File: src/hw/umsp_pkg.sv
// Constants for the modem and serial pin block
// Behaviour
// Normal mode: transmit line high when idle
// Infrared mode: transmit line idles low
// Reset always selects normal serial mode
// Partner idles receive line per mode
// Request-to-send low while its control bit set
// Optional automatic request-to-send from receive level
// Request-to-send high after reset and idle
// Loopback forces request-to-send high
// Terminal-ready low while its control bit set
// Terminal-ready high after reset and idle
// Loopback forces terminal-ready high
// Status bit 4 is inverted clear-to-send
// Status bit 0 flags clear-to-send change
// Clear-to-send can gate the transmitter
// Clear-to-send change raises enabled interrupt
// Status bit 5 is inverted set-ready
// Status bit 1 flags set-ready change
// Set-ready change raises enabled interrupt
// Interrupt high while enabled condition pending
// Status read clears flags; inputs synchronised
package umsp_pkg;
    localparam logic [7:0] ADDR_TX = 8'h00;
    localparam logic [7:0] ADDR_IER = 8'h04;
    localparam logic [7:0] ADDR_TRIG = 8'h08;
    localparam logic [7:0] ADDR_DIV = 8'h0C;
    localparam logic [7:0] ADDR_MCR = 8'h10;
    localparam logic [7:0] ADDR_MSR = 8'h18;
    localparam int MCR_DTR = 0;
    localparam int MCR_RTS = 1;
    localparam int MCR_LOOP = 4;
    localparam int MCR_AUTO = 5;
    localparam int MCR_IR = 6;
    localparam int IER_MODEM = 3;
    localparam int MSR_DCTS = 0;
    localparam int MSR_DDSR = 1;
    localparam int MSR_CTS = 4;
    localparam int MSR_DSR = 5;
    localparam logic [7:0] MCR_RST = 8'h00;
    localparam logic [7:0] IER_RST = 8'h00;
    localparam logic [6:0] TRIG_RST = 7'h08;
    localparam logic [15:0] DIV_RST = 16'h000D;
    localparam logic [1:0] RESP_OKAY = 2'h0;
    localparam logic [1:0] RESP_SLVERR = 2'h2;
    localparam logic [3:0] FRAME_BITS = 4'hA;
    localparam logic [3:0] SUB_LAST = 4'hF;
    localparam logic [3:0] IR_TICKS = 4'h3;
endpackage : umsp_pkg

File: src/hw/umsp_top.sv
// Serial and modem pin logic of one channel behind an AXI4-Lite slave
`timescale 1ns/1ps
module umsp_top
    import umsp_pkg::*;
(
    input wire logic aclk,
    input wire logic aresetn,
    input wire logic [7:0] s_axi_awaddr,
    input wire logic s_axi_awvalid,
    output logic s_axi_awready,
    input wire logic [31:0] s_axi_wdata,
    input wire logic [3:0] s_axi_wstrb,
    input wire logic s_axi_wvalid,
    output logic s_axi_wready,
    output logic [1:0] s_axi_bresp,
    output logic s_axi_bvalid,
    input wire logic s_axi_bready,
    input wire logic [7:0] s_axi_araddr,
    input wire logic s_axi_arvalid,
    output logic s_axi_arready,
    output logic [31:0] s_axi_rdata,
    output logic [1:0] s_axi_rresp,
    output logic s_axi_rvalid,
    input wire logic s_axi_rready,
    output logic serial_tx_out,
    output logic rts_n_out,
    output logic dtr_n_out,
    input wire logic cts_n_in,
    input wire logic dsr_n_in,
    input wire logic [6:0] rx_fifo_level,
    output logic channel_irq_out
);
    function automatic logic [31:0] merge(input logic [31:0] old, input logic [31:0] nw,
                                          input logic [3:0] strb);
        logic [31:0] r;
        r = old;
        for (int i = 0; i < 4; i++) begin
            if (strb[i]) begin
                r[8*i +: 8] = nw[8*i +: 8];
            end
        end
        return r;
    endfunction : merge

    function automatic logic mapped(input logic [7:0] a);
        return (a == ADDR_TX) || (a == ADDR_IER) || (a == ADDR_TRIG) ||
               (a == ADDR_DIV) || (a == ADDR_MCR) || (a == ADDR_MSR);
    endfunction : mapped

    ////////////////////////////////////////////////////////////////
    // Write channel
    logic aw_got_q, aw_got_d, w_got_q, w_got_d;
    logic [7:0] awaddr_q, awaddr_d;
    logic [31:0] wdata_q, wdata_d;
    logic [3:0] wstrb_q, wstrb_d;
    logic bvalid_d, awready_d, wready_d, do_wr;
    logic [1:0] bresp_d;

    always_comb begin
        aw_got_d = aw_got_q | (s_axi_awvalid & s_axi_awready);
        w_got_d = w_got_q | (s_axi_wvalid & s_axi_wready);
        awaddr_d = (s_axi_awvalid & s_axi_awready) ? s_axi_awaddr : awaddr_q;
        wdata_d = (s_axi_wvalid & s_axi_wready) ? s_axi_wdata : wdata_q;
        wstrb_d = (s_axi_wvalid & s_axi_wready) ? s_axi_wstrb : wstrb_q;
        do_wr = aw_got_d & w_got_d & ~s_axi_bvalid;
        bresp_d = s_axi_bresp;
        if (do_wr) begin
            aw_got_d = 1'b0;
            w_got_d = 1'b0;
            bresp_d = mapped(awaddr_d) ? RESP_OKAY : RESP_SLVERR;
        end
        bvalid_d = do_wr | (s_axi_bvalid & ~s_axi_bready);
        awready_d = ~aw_got_d & ~bvalid_d;
        wready_d = ~w_got_d & ~bvalid_d;
    end

    always_ff @(posedge aclk) begin
        if (!aresetn) begin
            aw_got_q <= 1'b0;
            w_got_q <= 1'b0;
            awaddr_q <= 8'h00;
            wdata_q <= 32'h0000_0000;
            wstrb_q <= 4'h0;
            s_axi_bvalid <= 1'b0;
            s_axi_bresp <= RESP_OKAY;
            s_axi_awready <= 1'b0;
            s_axi_wready <= 1'b0;
        end else begin
            aw_got_q <= aw_got_d;
            w_got_q <= w_got_d;
            awaddr_q <= awaddr_d;
            wdata_q <= wdata_d;
            wstrb_q <= wstrb_d;
            s_axi_bvalid <= bvalid_d;
            s_axi_bresp <= bresp_d;
            s_axi_awready <= awready_d;
            s_axi_wready <= wready_d;
        end
    end

    ////////////////////////////////////////////////////////////////
    // Control registers, baud divider, modem status
    logic [7:0] mcr_q, mcr_d, ier_q, ier_d, msr_q, msr_d, txd_q, txd_d;
    logic [6:0] trig_q, trig_d;
    logic [15:0] div_q, div_d, cnt_q, cnt_d;
    logic tick_q, tick_d, pend_q, pend_d, tx_busy, tx_start, cts_ok, msr_read;
    logic cts_s1_q, cts_s2_q, cts_p_q, dsr_s1_q, dsr_s2_q, dsr_p_q;
    logic [31:0] m;

    always_comb begin
        mcr_d = mcr_q;
        ier_d = ier_q;
        trig_d = trig_q;
        div_d = div_q;
        txd_d = txd_q;
        pend_d = pend_q;
        m = 32'h0000_0000;
        if (do_wr) begin
            m = merge(32'h0000_0000, wdata_d, wstrb_d);
            unique case (awaddr_d)
                ADDR_TX: begin
                    if (wstrb_d[0] && !pend_q) begin
                        txd_d = m[7:0];
                        pend_d = 1'b1;
                    end
                end
                ADDR_IER: begin
                    m = merge({24'h00_0000, ier_q}, wdata_d, wstrb_d);
                    ier_d = m[7:0];
                end
                ADDR_TRIG: begin
                    m = merge({25'h000_0000, trig_q}, wdata_d, wstrb_d);
                    trig_d = m[6:0];
                end
                ADDR_DIV: begin
                    m = merge({16'h0000, div_q}, wdata_d, wstrb_d);
                    div_d = m[15:0];
                end
                ADDR_MCR: begin
                    m = merge({24'h00_0000, mcr_q}, wdata_d, wstrb_d);
                    mcr_d = m[7:0];
                end
                default: ;
            endcase
        end
        // Auto clear-to-send: send only while partner is ready
        cts_ok = ~mcr_q[MCR_AUTO] | msr_q[MSR_CTS];
        tx_start = pend_q & ~tx_busy & cts_ok;
        if (tx_start) begin
            pend_d = 1'b0;
        end
        tick_d = 1'b0;
        cnt_d = cnt_q + 16'h0001;
        if (cnt_q >= div_q - 16'h0001) begin
            cnt_d = 16'h0000;
            tick_d = 1'b1;
        end
        msr_d = msr_q;
        msr_d[MSR_CTS] = ~cts_s2_q;
        msr_d[MSR_DSR] = ~dsr_s2_q;
        // A change in the read cycle survives the clear
        msr_d[MSR_DCTS] = (cts_s2_q ^ cts_p_q) | (msr_q[MSR_DCTS] & ~msr_read);
        msr_d[MSR_DDSR] = (dsr_s2_q ^ dsr_p_q) | (msr_q[MSR_DDSR] & ~msr_read);
    end

    always_ff @(posedge aclk) begin
        if (!aresetn) begin
            mcr_q <= MCR_RST;
            ier_q <= IER_RST;
            trig_q <= TRIG_RST;
            div_q <= DIV_RST;
            txd_q <= 8'h00;
            pend_q <= 1'b0;
            cnt_q <= 16'h0000;
            tick_q <= 1'b0;
            msr_q <= 8'h00;
            cts_s1_q <= 1'b1;
            cts_s2_q <= 1'b1;
            cts_p_q <= 1'b1;
            dsr_s1_q <= 1'b1;
            dsr_s2_q <= 1'b1;
            dsr_p_q <= 1'b1;
        end else begin
            mcr_q <= mcr_d;
            ier_q <= ier_d;
            trig_q <= trig_d;
            div_q <= div_d;
            txd_q <= txd_d;
            pend_q <= pend_d;
            cnt_q <= cnt_d;
            tick_q <= tick_d;
            msr_q <= msr_d;
            cts_s1_q <= cts_n_in;
            cts_s2_q <= cts_s1_q;
            cts_p_q <= cts_s2_q;
            dsr_s1_q <= dsr_n_in;
            dsr_s2_q <= dsr_s1_q;
            dsr_p_q <= dsr_s2_q;
        end
    end

    umsp_tx u_tx (
        .aclk(aclk),
        .aresetn(aresetn),
        .tick16(tick_q),
        .start(tx_start),
        .data(txd_q),
        .ir_mode(mcr_q[MCR_IR]),
        .busy(tx_busy),
        .line(serial_tx_out)
    );

    ////////////////////////////////////////////////////////////////
    // Read channel
    logic rd, rvalid_d, arready_d;
    logic [31:0] rdata_d;
    logic [1:0] rresp_d;

    always_comb begin
        rd = s_axi_arvalid & s_axi_arready;
        msr_read = rd && (s_axi_araddr == ADDR_MSR);
        rdata_d = s_axi_rdata;
        rresp_d = s_axi_rresp;
        if (rd) begin
            rresp_d = mapped(s_axi_araddr) ? RESP_OKAY : RESP_SLVERR;
            unique case (s_axi_araddr)
                ADDR_TX: rdata_d = {30'h0000_0000, pend_q, tx_busy};
                ADDR_IER: rdata_d = {24'h00_0000, ier_q};
                ADDR_TRIG: rdata_d = {25'h000_0000, trig_q};
                ADDR_DIV: rdata_d = {16'h0000, div_q};
                ADDR_MCR: rdata_d = {24'h00_0000, mcr_q};
                ADDR_MSR: rdata_d = {24'h00_0000, msr_q};
                default: rdata_d = 32'h0000_0000;
            endcase
        end
        rvalid_d = rd | (s_axi_rvalid & ~s_axi_rready);
        arready_d = ~rvalid_d;
    end

    always_ff @(posedge aclk) begin
        if (!aresetn) begin
            s_axi_rvalid <= 1'b0;
            s_axi_rdata <= 32'h0000_0000;
            s_axi_rresp <= RESP_OKAY;
            s_axi_arready <= 1'b0;
        end else begin
            s_axi_rvalid <= rvalid_d;
            s_axi_rdata <= rdata_d;
            s_axi_rresp <= rresp_d;
            s_axi_arready <= arready_d;
        end
    end

    ////////////////////////////////////////////////////////////////
    // Handshake pins and interrupt
    logic rts_n_d, dtr_n_d, irq_d, rx_full;

    always_comb begin
        rx_full = mcr_d[MCR_AUTO] & (rx_fifo_level >= trig_d);
        rts_n_d = mcr_d[MCR_LOOP] | ~(mcr_d[MCR_RTS] & ~rx_full);
        dtr_n_d = mcr_d[MCR_LOOP] | ~mcr_d[MCR_DTR];
        irq_d = ier_d[IER_MODEM] & (msr_d[MSR_DCTS] | msr_d[MSR_DDSR]);
    end

    always_ff @(posedge aclk) begin
        if (!aresetn) begin
            rts_n_out <= 1'b1;
            dtr_n_out <= 1'b1;
            channel_irq_out <= 1'b0;
        end else begin
            rts_n_out <= rts_n_d;
            dtr_n_out <= dtr_n_d;
            channel_irq_out <= irq_d;
        end
    end
endmodule : umsp_top

File: src/hw/umsp_tx.sv
// Character shifter for the transmit line, normal or infrared
`timescale 1ns/1ps
module umsp_tx
    import umsp_pkg::*;
(
    input wire logic aclk,
    input wire logic aresetn,
    input wire logic tick16,
    input wire logic start,
    input wire logic [7:0] data,
    input wire logic ir_mode,
    output logic busy,
    output logic line
);
    typedef enum logic [1:0] {
        TX_IDLE = 2'b01,
        TX_SHIFT = 2'b10
    } umsp_tx_state_type;

    umsp_tx_state_type state_q, state_d;
    logic [9:0] shreg_q, shreg_d;
    logic [3:0] bit_q, bit_d;
    logic [3:0] sub_q, sub_d;
    logic line_d, busy_d, cur;

    ////////////////////////////////////////////////////////////////
    always_comb begin
        state_d = state_q;
        shreg_d = shreg_q;
        bit_d = bit_q;
        sub_d = sub_q;
        unique case (state_q)
            TX_IDLE: begin
                if (start) begin
                    state_d = TX_SHIFT;
                    shreg_d = {1'b1, data, 1'b0};
                    bit_d = 4'h0;
                    sub_d = 4'h0;
                end
            end
            TX_SHIFT: begin
                if (tick16) begin
                    if (sub_q == SUB_LAST) begin
                        sub_d = 4'h0;
                        shreg_d = {1'b1, shreg_q[9:1]};
                        if (bit_q == FRAME_BITS - 4'h1) begin
                            state_d = TX_IDLE;
                        end else begin
                            bit_d = bit_q + 4'h1;
                        end
                    end else begin
                        sub_d = sub_q + 4'h1;
                    end
                end
            end
        endcase
        cur = (state_d == TX_SHIFT) ? shreg_d[0] : 1'b1;
        // Infrared: short high pulse for each zero, low otherwise
        line_d = ir_mode ? (~cur & (sub_d < IR_TICKS)) : cur;
        busy_d = (state_d == TX_SHIFT);
    end

    always_ff @(posedge aclk) begin
        if (!aresetn) begin
            state_q <= TX_IDLE;
            shreg_q <= 10'h3FF;
            bit_q <= 4'h0;
            sub_q <= 4'h0;
            line <= 1'b1;
            busy <= 1'b0;
        end else begin
            state_q <= state_d;
            shreg_q <= shreg_d;
            bit_q <= bit_d;
            sub_q <= sub_d;
            line <= line_d;
            busy <= busy_d;
        end
    end
endmodule : umsp_tx

File: config.mk
export PLATFORM = sky130hd
export DESIGN_NAME = umsp_top
export DESIGN_NICKNAME = d
export VERILOG_FILES = /design/src/hw/umsp_pkg.sv /design/src/hw/umsp_top.sv /design/src/hw/umsp_tx.sv
export SDC_FILE = /design/constraint.sdc
export NUM_CORES = 1
export LEC_CHECK = 0
export ABC_AREA = 1
export BUFFER_PORTS_ARGS = -buffer_cell sky130_fd_sc_hd__buf_2
export CAP_MARGIN = 10
export CORE_UTILIZATION = 40
export CTS_CLUSTER_DIAMETER = 150
export DETAILED_ROUTE_END_ITERATION = 10
export GPL_TIMING_DRIVEN = 0
export SYNTH_ARGS = -nofsm -noshare
export SYNTH_HDL_FRONTEND = slang
export SYNTH_SLANG_ARGS = --single-unit
File: constraint.sdc
create_clock -name aclk -period 8 [get_ports aclk]
set_clock_uncertainty 0.05 [all_clocks]
set_input_delay 2 -clock aclk [delete_from_list [all_inputs] [get_ports aclk]]
set_output_delay 2 -clock aclk [all_outputs]
set_load 0.05 [all_outputs]
# --- Word-level counts from Yosys, hierarchy flattened ---
# Cells that the tools add are included.
word_totals:
  out_inout_bits: 45
  input_bits: 68
  elab_cells: 176
  ff_bits: 169
op_classes:
  eq_ne: 19
  add_sub_neg: 4
  muxes: 39
  bitwise_logic: 46
  reduce_logical: 24
  order_cmp: 3
op_table:
  columns: ["operator", "count"]
  rows:
  - ["one-hot mux 16 bit (6 select lines)", 1]
  - ["two-way mux 4 bit", 10]
  - ["equality test 8 x 4 -> 1 bit, second input constant", 4]
  - ["equality test 8 x 5 -> 1 bit, second input constant", 4]
  - ["two-way mux 10 bit", 3]
  - ["two-way mux 7 bit", 3]
  - ["one-hot mux 10 bit (2 select lines)", 1]
  - ["two-way mux 6 bit", 3]
  - ["AND reduction 3 bit", 6]
  - ["AND 1 bit", 17]
  - ["inverter 1 bit", 17]
  - ["adder 16 x 1 -> 16 bit, second input constant", 1]
  - ["equality test 8 x 3 -> 1 bit, second input constant", 2]
  - ["greater-or-equal comparator 16 bit", 1]
  - ["zero test 8 bit", 2]
  - ["two-way mux 16 bit", 1]
  - ["two-way mux 8 bit", 2]
  - ["one-hot mux 4 bit (2 select lines)", 2]
  - ["subtractor 16 x 1 -> 16 bit, second input constant", 1]
  - ["two-way mux 2 bit", 7]
  - ["logical OR 1 bit", 10]
  - ["OR 1 bit", 10]
  - ["adder 4 x 1 -> 4 bit, second input constant", 2]
  - ["equality test 4 bit, second input constant", 2]
  - ["other kinds (13)", 23]

# --- Logic depth before layout (Yosys ltp) ---
depth:
  depth_word: 11
  mapped_depth: 19

# --- By module ---
# From an unflattened synthesis, not the netlist that was laid out.
hier_totals:
  hier_cells: 1070
  hier_area_um2: 7691.1
by_module_without_submodules:
  columns: ["mod", "n_inst", "cells_each", "area_each_um2"]
  rows:
  - ["umsp_top", 1, 915, 6555.0]
  - ["umsp_tx", 1, 155, 1136.1]

# --- Worst setup path before layout ---
# No wires, ideal clock.
synth_path:
  kind: "input port to flip-flop"
  from: "input s_axi_awvalid"
  to: "register rts_n_out"
  path_buffers: 1
  arrival_time_ns: 3.784
  required_ns: 7.888
  setup_slack_ns: 4.105
  path_stages: 18
  cell_sequence: "nand2_2 -> buf_6 -> nand2_1 -> nand2_2 -> nand2_4 -> nor2_4 -> nand2_2 -> nor2_4 -> nand2_2 -> nand2_1 -> nand2_1 -> ha_1 -> nand2_1 -> nor3b_1 -> nand3_1 -> nand3_1 -> nand3_1 -> nand3_1"
synth_between:
  elab_chain_len: 11
synth_lines:
  columns: ["item", "line_no", "source"]
  rows:
  - ["start, declared", "umsp_top.sv:9", "input wire logic s_axi_awvalid,"]
  - ["AND 1 bit *", "umsp_top.sv:60, umsp_top.sv:62", null]
  - ["two-way mux 8 bit or OR 1 bit (tied branches)", "umsp_top.sv:62, umsp_top.sv:60", null]
  - ["equality test 8 x 4 -> 1 bit or AND 1 bit (tied branches)", "umsp_top.sv:120, umsp_top.sv:65", null]
  - ["two-way mux 7 bit or AND 1 bit (tied branches)", "umsp_top.sv:120, umsp_top.sv:65", null]
  - ["two-way mux 7 bit", "umsp_top.sv:118", "if (do_wr) begin"]
  - ["greater-or-equal comparator 7 bit", "umsp_top.sv:259", "rx_full = mcr_d[MCR_AUTO] & (rx_fifo_level >= trig_d);"]
  - ["AND 1 bit", "umsp_top.sv:259", null]
  - ["inverter 1 bit", "umsp_top.sv:260", "rts_n_d = mcr_d[MCR_LOOP] | ~(mcr_d[MCR_RTS] & ~rx_full);"]
  - ["AND 1 bit", "umsp_top.sv:260", null]
  - ["inverter 1 bit", "umsp_top.sv:260", null]
  - ["OR 1 bit *", "umsp_top.sv:260", null]
  - ["end signal, assigned", "umsp_top.sv:271", "rts_n_out <= rts_n_d;"]
  - ["end, declared", "umsp_top.sv:26", "output logic rts_n_out,"]
# Mark *: on every way between the ends. The rest lies on a longest branch, timed or not.
# A chain may end at the register's enable or synchronous reset.

# --- Worst setup path after layout ---
layout_path:
  from: "input s_axi_wvalid"
  to: "register rts_n_out"
layout_between:
  elab_chain_len: 11
layout_lines:
  columns: ["item", "line_no", "source"]
  rows:
  - ["start, declared", "umsp_top.sv:13", "input wire logic s_axi_wvalid,"]
  - ["AND 1 bit *", "umsp_top.sv:61, umsp_top.sv:63, umsp_top.sv:64", null]
  - ["two-way mux 16 bit (tied with other cells)", "umsp_top.sv:63", "wdata_d = (s_axi_wvalid & s_axi_wready) ? s_axi_wdata : wdata_q;"]
  - ["two-way mux 7 bit or AND 1 bit (tied branches)", "umsp_top.sv:38, umsp_top.sv:65", null]
  - ["two-way mux 7 bit or AND 1 bit (tied branches)", "umsp_top.sv:120, umsp_top.sv:65", null]
  - ["two-way mux 7 bit *", "umsp_top.sv:118", null]
  - ["named net trig_d[0]", "umsp_top.sv:104", "logic [6:0] trig_q, trig_d;"]
  - ["greater-or-equal comparator 7 bit *", "umsp_top.sv:259", null]
  - ["AND 1 bit *", "umsp_top.sv:259", null]
  - ["inverter 1 bit *", "umsp_top.sv:260", null]
  - ["AND 1 bit *", "umsp_top.sv:260", null]
  - ["inverter 1 bit *", "umsp_top.sv:260", null]
  - ["OR 1 bit *", "umsp_top.sv:260", null]
# The timed path passes the listed nets; every way through them passes the cells marked *.

==> summary.txt <==
Outcome
  • Status: completed

CTS
  • Clock Sink Count: 151
  • H-tree levels: 4
  • Longest Clk Path Bufs: 2
  • CTS tree: built
  • Reg clk slew, reported paths: 0.06 ns
  • Post-CTS resize count: 0
  • Total setup buffers inserted after CTS: 0
  • TritonCTS Buffers: 17
  • Worst-Skew Late Latency: 0.43 ns
  • Hold-fix buffers, CTS: 0
  • Root Driver: clkbuf_16

Placement
  • Dpl hpwl: 14.9 mm
  • Placer congestion estimate: 0.875
  • I/O Buffers: 76
  • Area after DPL: 0.00829 sq mm

Setup path
  • Reg2reg start: div_q[0]$_SDFFE_PN1P_
  • Worst setup EP type: flip-flop
  • CP Class: primary input to flip-flop
  • Crit path from: s_axi_wvalid
  • Worst R2R Setup Slack: 4.46 ns
  • Arr. time, crit path: 4.40 ns
  • Startpoint Class: primary input
  • Worst-path maximum fanout: 10
  • Critical path required time: 8.31 ns

Timing
  • Setup violators final: 0
  • Fin Setup TNS: 0 ns
  • Max Fclk: 244 MHz
  • Max Slew Vio Count: 0
  • Relative slew margins: 0.489
  • Unrepaired setup endpoints after global routing: no
  • Tcrit/Tclk final: 0.512
  • Fin. Hold Viols: 0
  • Final period demand of the worst path: 4.09 ns
  • Worst Tran Pin Value: 0.759 ns

Yosys
  • Top cell type's share of synthesized area: 0.400
  • Simple logic cell fraction of the synthesized area: 0.290
  • Synth Warn #: 0
  • Synth Flop Type: dfxtp_1
  • Post-synthesis adder-cell area fraction: 0.0464
  • Commonest cells post-synth: nand2_1 (217), dfxtp_1 (151), inv_1 (149)
  • Synth Area in Compound Gates: 0.110
  • Top cell type by total area after synthesis: dfxtp_1
  • Synthesized flop and latch total: 151
  • Ys async rst share: 0
  • Area contributors post-synth: dfxtp_1 (40%), nand2_1 (11%), inv_1 (7.4%)
  • Post-synth EDFFs: 0
  • Sequential-to-total area share from yosys stat: 0.400
  • Mapped Area: 0.00755 sq mm
  • Post-Syn Area per Cell: 7.15 sq um
  • Mux cell area share after synthesis: 0
  • Most frequent cell after synthesis: nand2_1
  • XOR/XNOR share of the synthesized area: 0.0348
  • Largest family of logic cells by synthesized area: simple AND/OR/NAND/NOR gates
  • Synth unique cells: 41
  • Synth Instances: 1057

Final layout
  • Nets@finish: 1265
  • Multi-input gate area in the final layout: 0.00370 sq mm
  • Register area: 0.00302 sq mm
  • Layout cells sized above 1: 0.155
  • Fill count: 1904
  • Area growth syn-to-layout: 17.3%
  • Design area: 0.00886 sq mm
  • Ant diodes: 0
  • Final Util: 0.487

Global route
  • GRT Total Usage: 0.203
  • Largest net degree at the start of global routing: 17
  • First-pass GRT wire length: 30.8 mm
  • Vias in the first global route: 6149
  • Global route overflow: 0
  • Initial antenna violation count: 0

Power and ir drop
  • Leak pwr: 4.19 nW
  • Peak supply drop: 0.129 mV
  • Overall Power: 1.83 mW
  • Pwr Density: 206 mW/mm^2

Routing
  • Initial DRC count: 442
  • First-pass DRT Iterations: 6
  • Wire per inst: 13.7 um
  • Post-route ant nets: 0
  • Routed vias/inst: 4.79
  • Final WL: 19.3 mm
  • Vias after detailed routing: 6757
  • DR DRC count: 0

Floorplan
  • Core area: 0.0182 sq mm
  • # IOs: 113
  • Die Area: 0.0194 sq mm
  • Die width: 139 um
  • Initial Utilization: 0.415
  • Std cell rows: 49
  • Die H: 139 um

Worst hold path
  • Hold Path Origin: dsr_s1_q$_SDFF_PN1_
  • HP Class: flip-flop to flip-flop

Flow run
  • Max cap viols: 0
## where the power goes
group	switching [mW]	leakage (nW)	internal, mW	total (mW)
logic	0.179	2.68	0.0740	0.254
registers	0.0112	1.23	0.777	0.789
clock network	0.318	0.279	0.468	0.787
## final timing paths
| check | endpoint | depth (start not counted) |
|---|---|---|
| setup / recovery | rts_n_out$_SDFF_PN1_ | 17 |
| hold / removal | dsr_s2_q$_SDFF_PN1_ | 1 |
| setup reg to reg | cnt_q[11]$_SDFF_PP0_ | 17 |
| hold reg to reg | dsr_s2_q$_SDFF_PN1_ | 1 |
## area by class of cell
cell class,count,share of cell area
multi-input cells,719,0.418
flip-flops and latches,151,0.341
inverters,155,0.0662
clock buffers,21,0.0508
repair buffers,76,0.0429
plain buffers,49,0.0349
well taps,229,0.0323
clock inverters,10,0.0140
## registers in the layout (all words and copies together), names as in the netlist, 2 cells and up
name	flops
txd_q	8
mcr_q	8
u_tx.state_q	2
s_axi_rdata	16
u_tx.shreg_q	10
awaddr_q	8
cnt_q	16
ier_q	8
div_q	16
u_tx.bit_q	4
msr_q	4
trig_q	7
wstrb_q	2
u_tx.sub_q	4
wdata_q	16
## critical path, cell delays in order
cell,delay (ns)
buf_2,0.11
nand2_2,0.17
nand2_1,0.12
nand2_2,0.15
nand3_1,0.20
inv_2,0.21
buf_2,0.24
nand3_1,0.10
nand2_1,0.13
inv_1,0.06
ha_1,0.27
nand2_1,0.04
nor3b_1,0.19
nand3_1,0.10
nand3_1,0.13
nand3_1,0.08
nand3_1,0.10
## stage by stage
| step | setup slack [ns] | instances | hold WS (ns) |
|---|---|---|---|
| 2_1_floorplan | 4.10 | 1074 | 0.343 |
| 3_5_place_dp | 3.49 | 1379 | 0.379 |
| 4_1_cts | 3.91 | 1410 | 0.401 |
| 5_1_grt | 3.68 | 1410 | 0.423 |
| 6_report | 3.91 | 1410 | 0.397 |
| 3_3_place_gp | 3.51 | 1379 | 0.381 |
## logic make-up (layout without fill, tap and decap cells)
| group | after synthesis | count (layout) |
|---|---|---|
| AOI/OAI and AO/OA | 153 | 153 |
| and+or+nand+nor | 490 | 490 |
| buffers and inverters | 204 | 311 |
| adders and majority gates | 28 | 28 |
| DFF | 151 | 151 |
| xor gates and xnor gates | 30 | 30 |
| other | 1 | 18 |
## layer usage
metal / GRT usage / routed length (um)
met5: 0 / 0
met4: 0.0515 / 226
met3: 0.0416 / 1020
met2: 0.323 / 8470
met1: 0.280 / 9560
## cells in the final DEF (no fill, tap or decap), types with 7 or more instances in the layout
master,synthesis,routed
o22ai_1,9,9
conb_1,1,18
ha_1,28,28
clkbuf_16,0,17
nand2_1,217,217
o21ai_0,53,53
nand3_1,76,76
nand4_1,25,25
a21oi_1,79,79
nor3_1,7,7
buf_2,3,79
nor2_1,123,123
dfxtp_1,151,151
buf_4,21,21
clkbuf_1,19,22
xor2_1,16,16
nand2_2,14,14
inv_1,149,149
xnor2_1,14,14
Power figures use the tool's default switching activity.
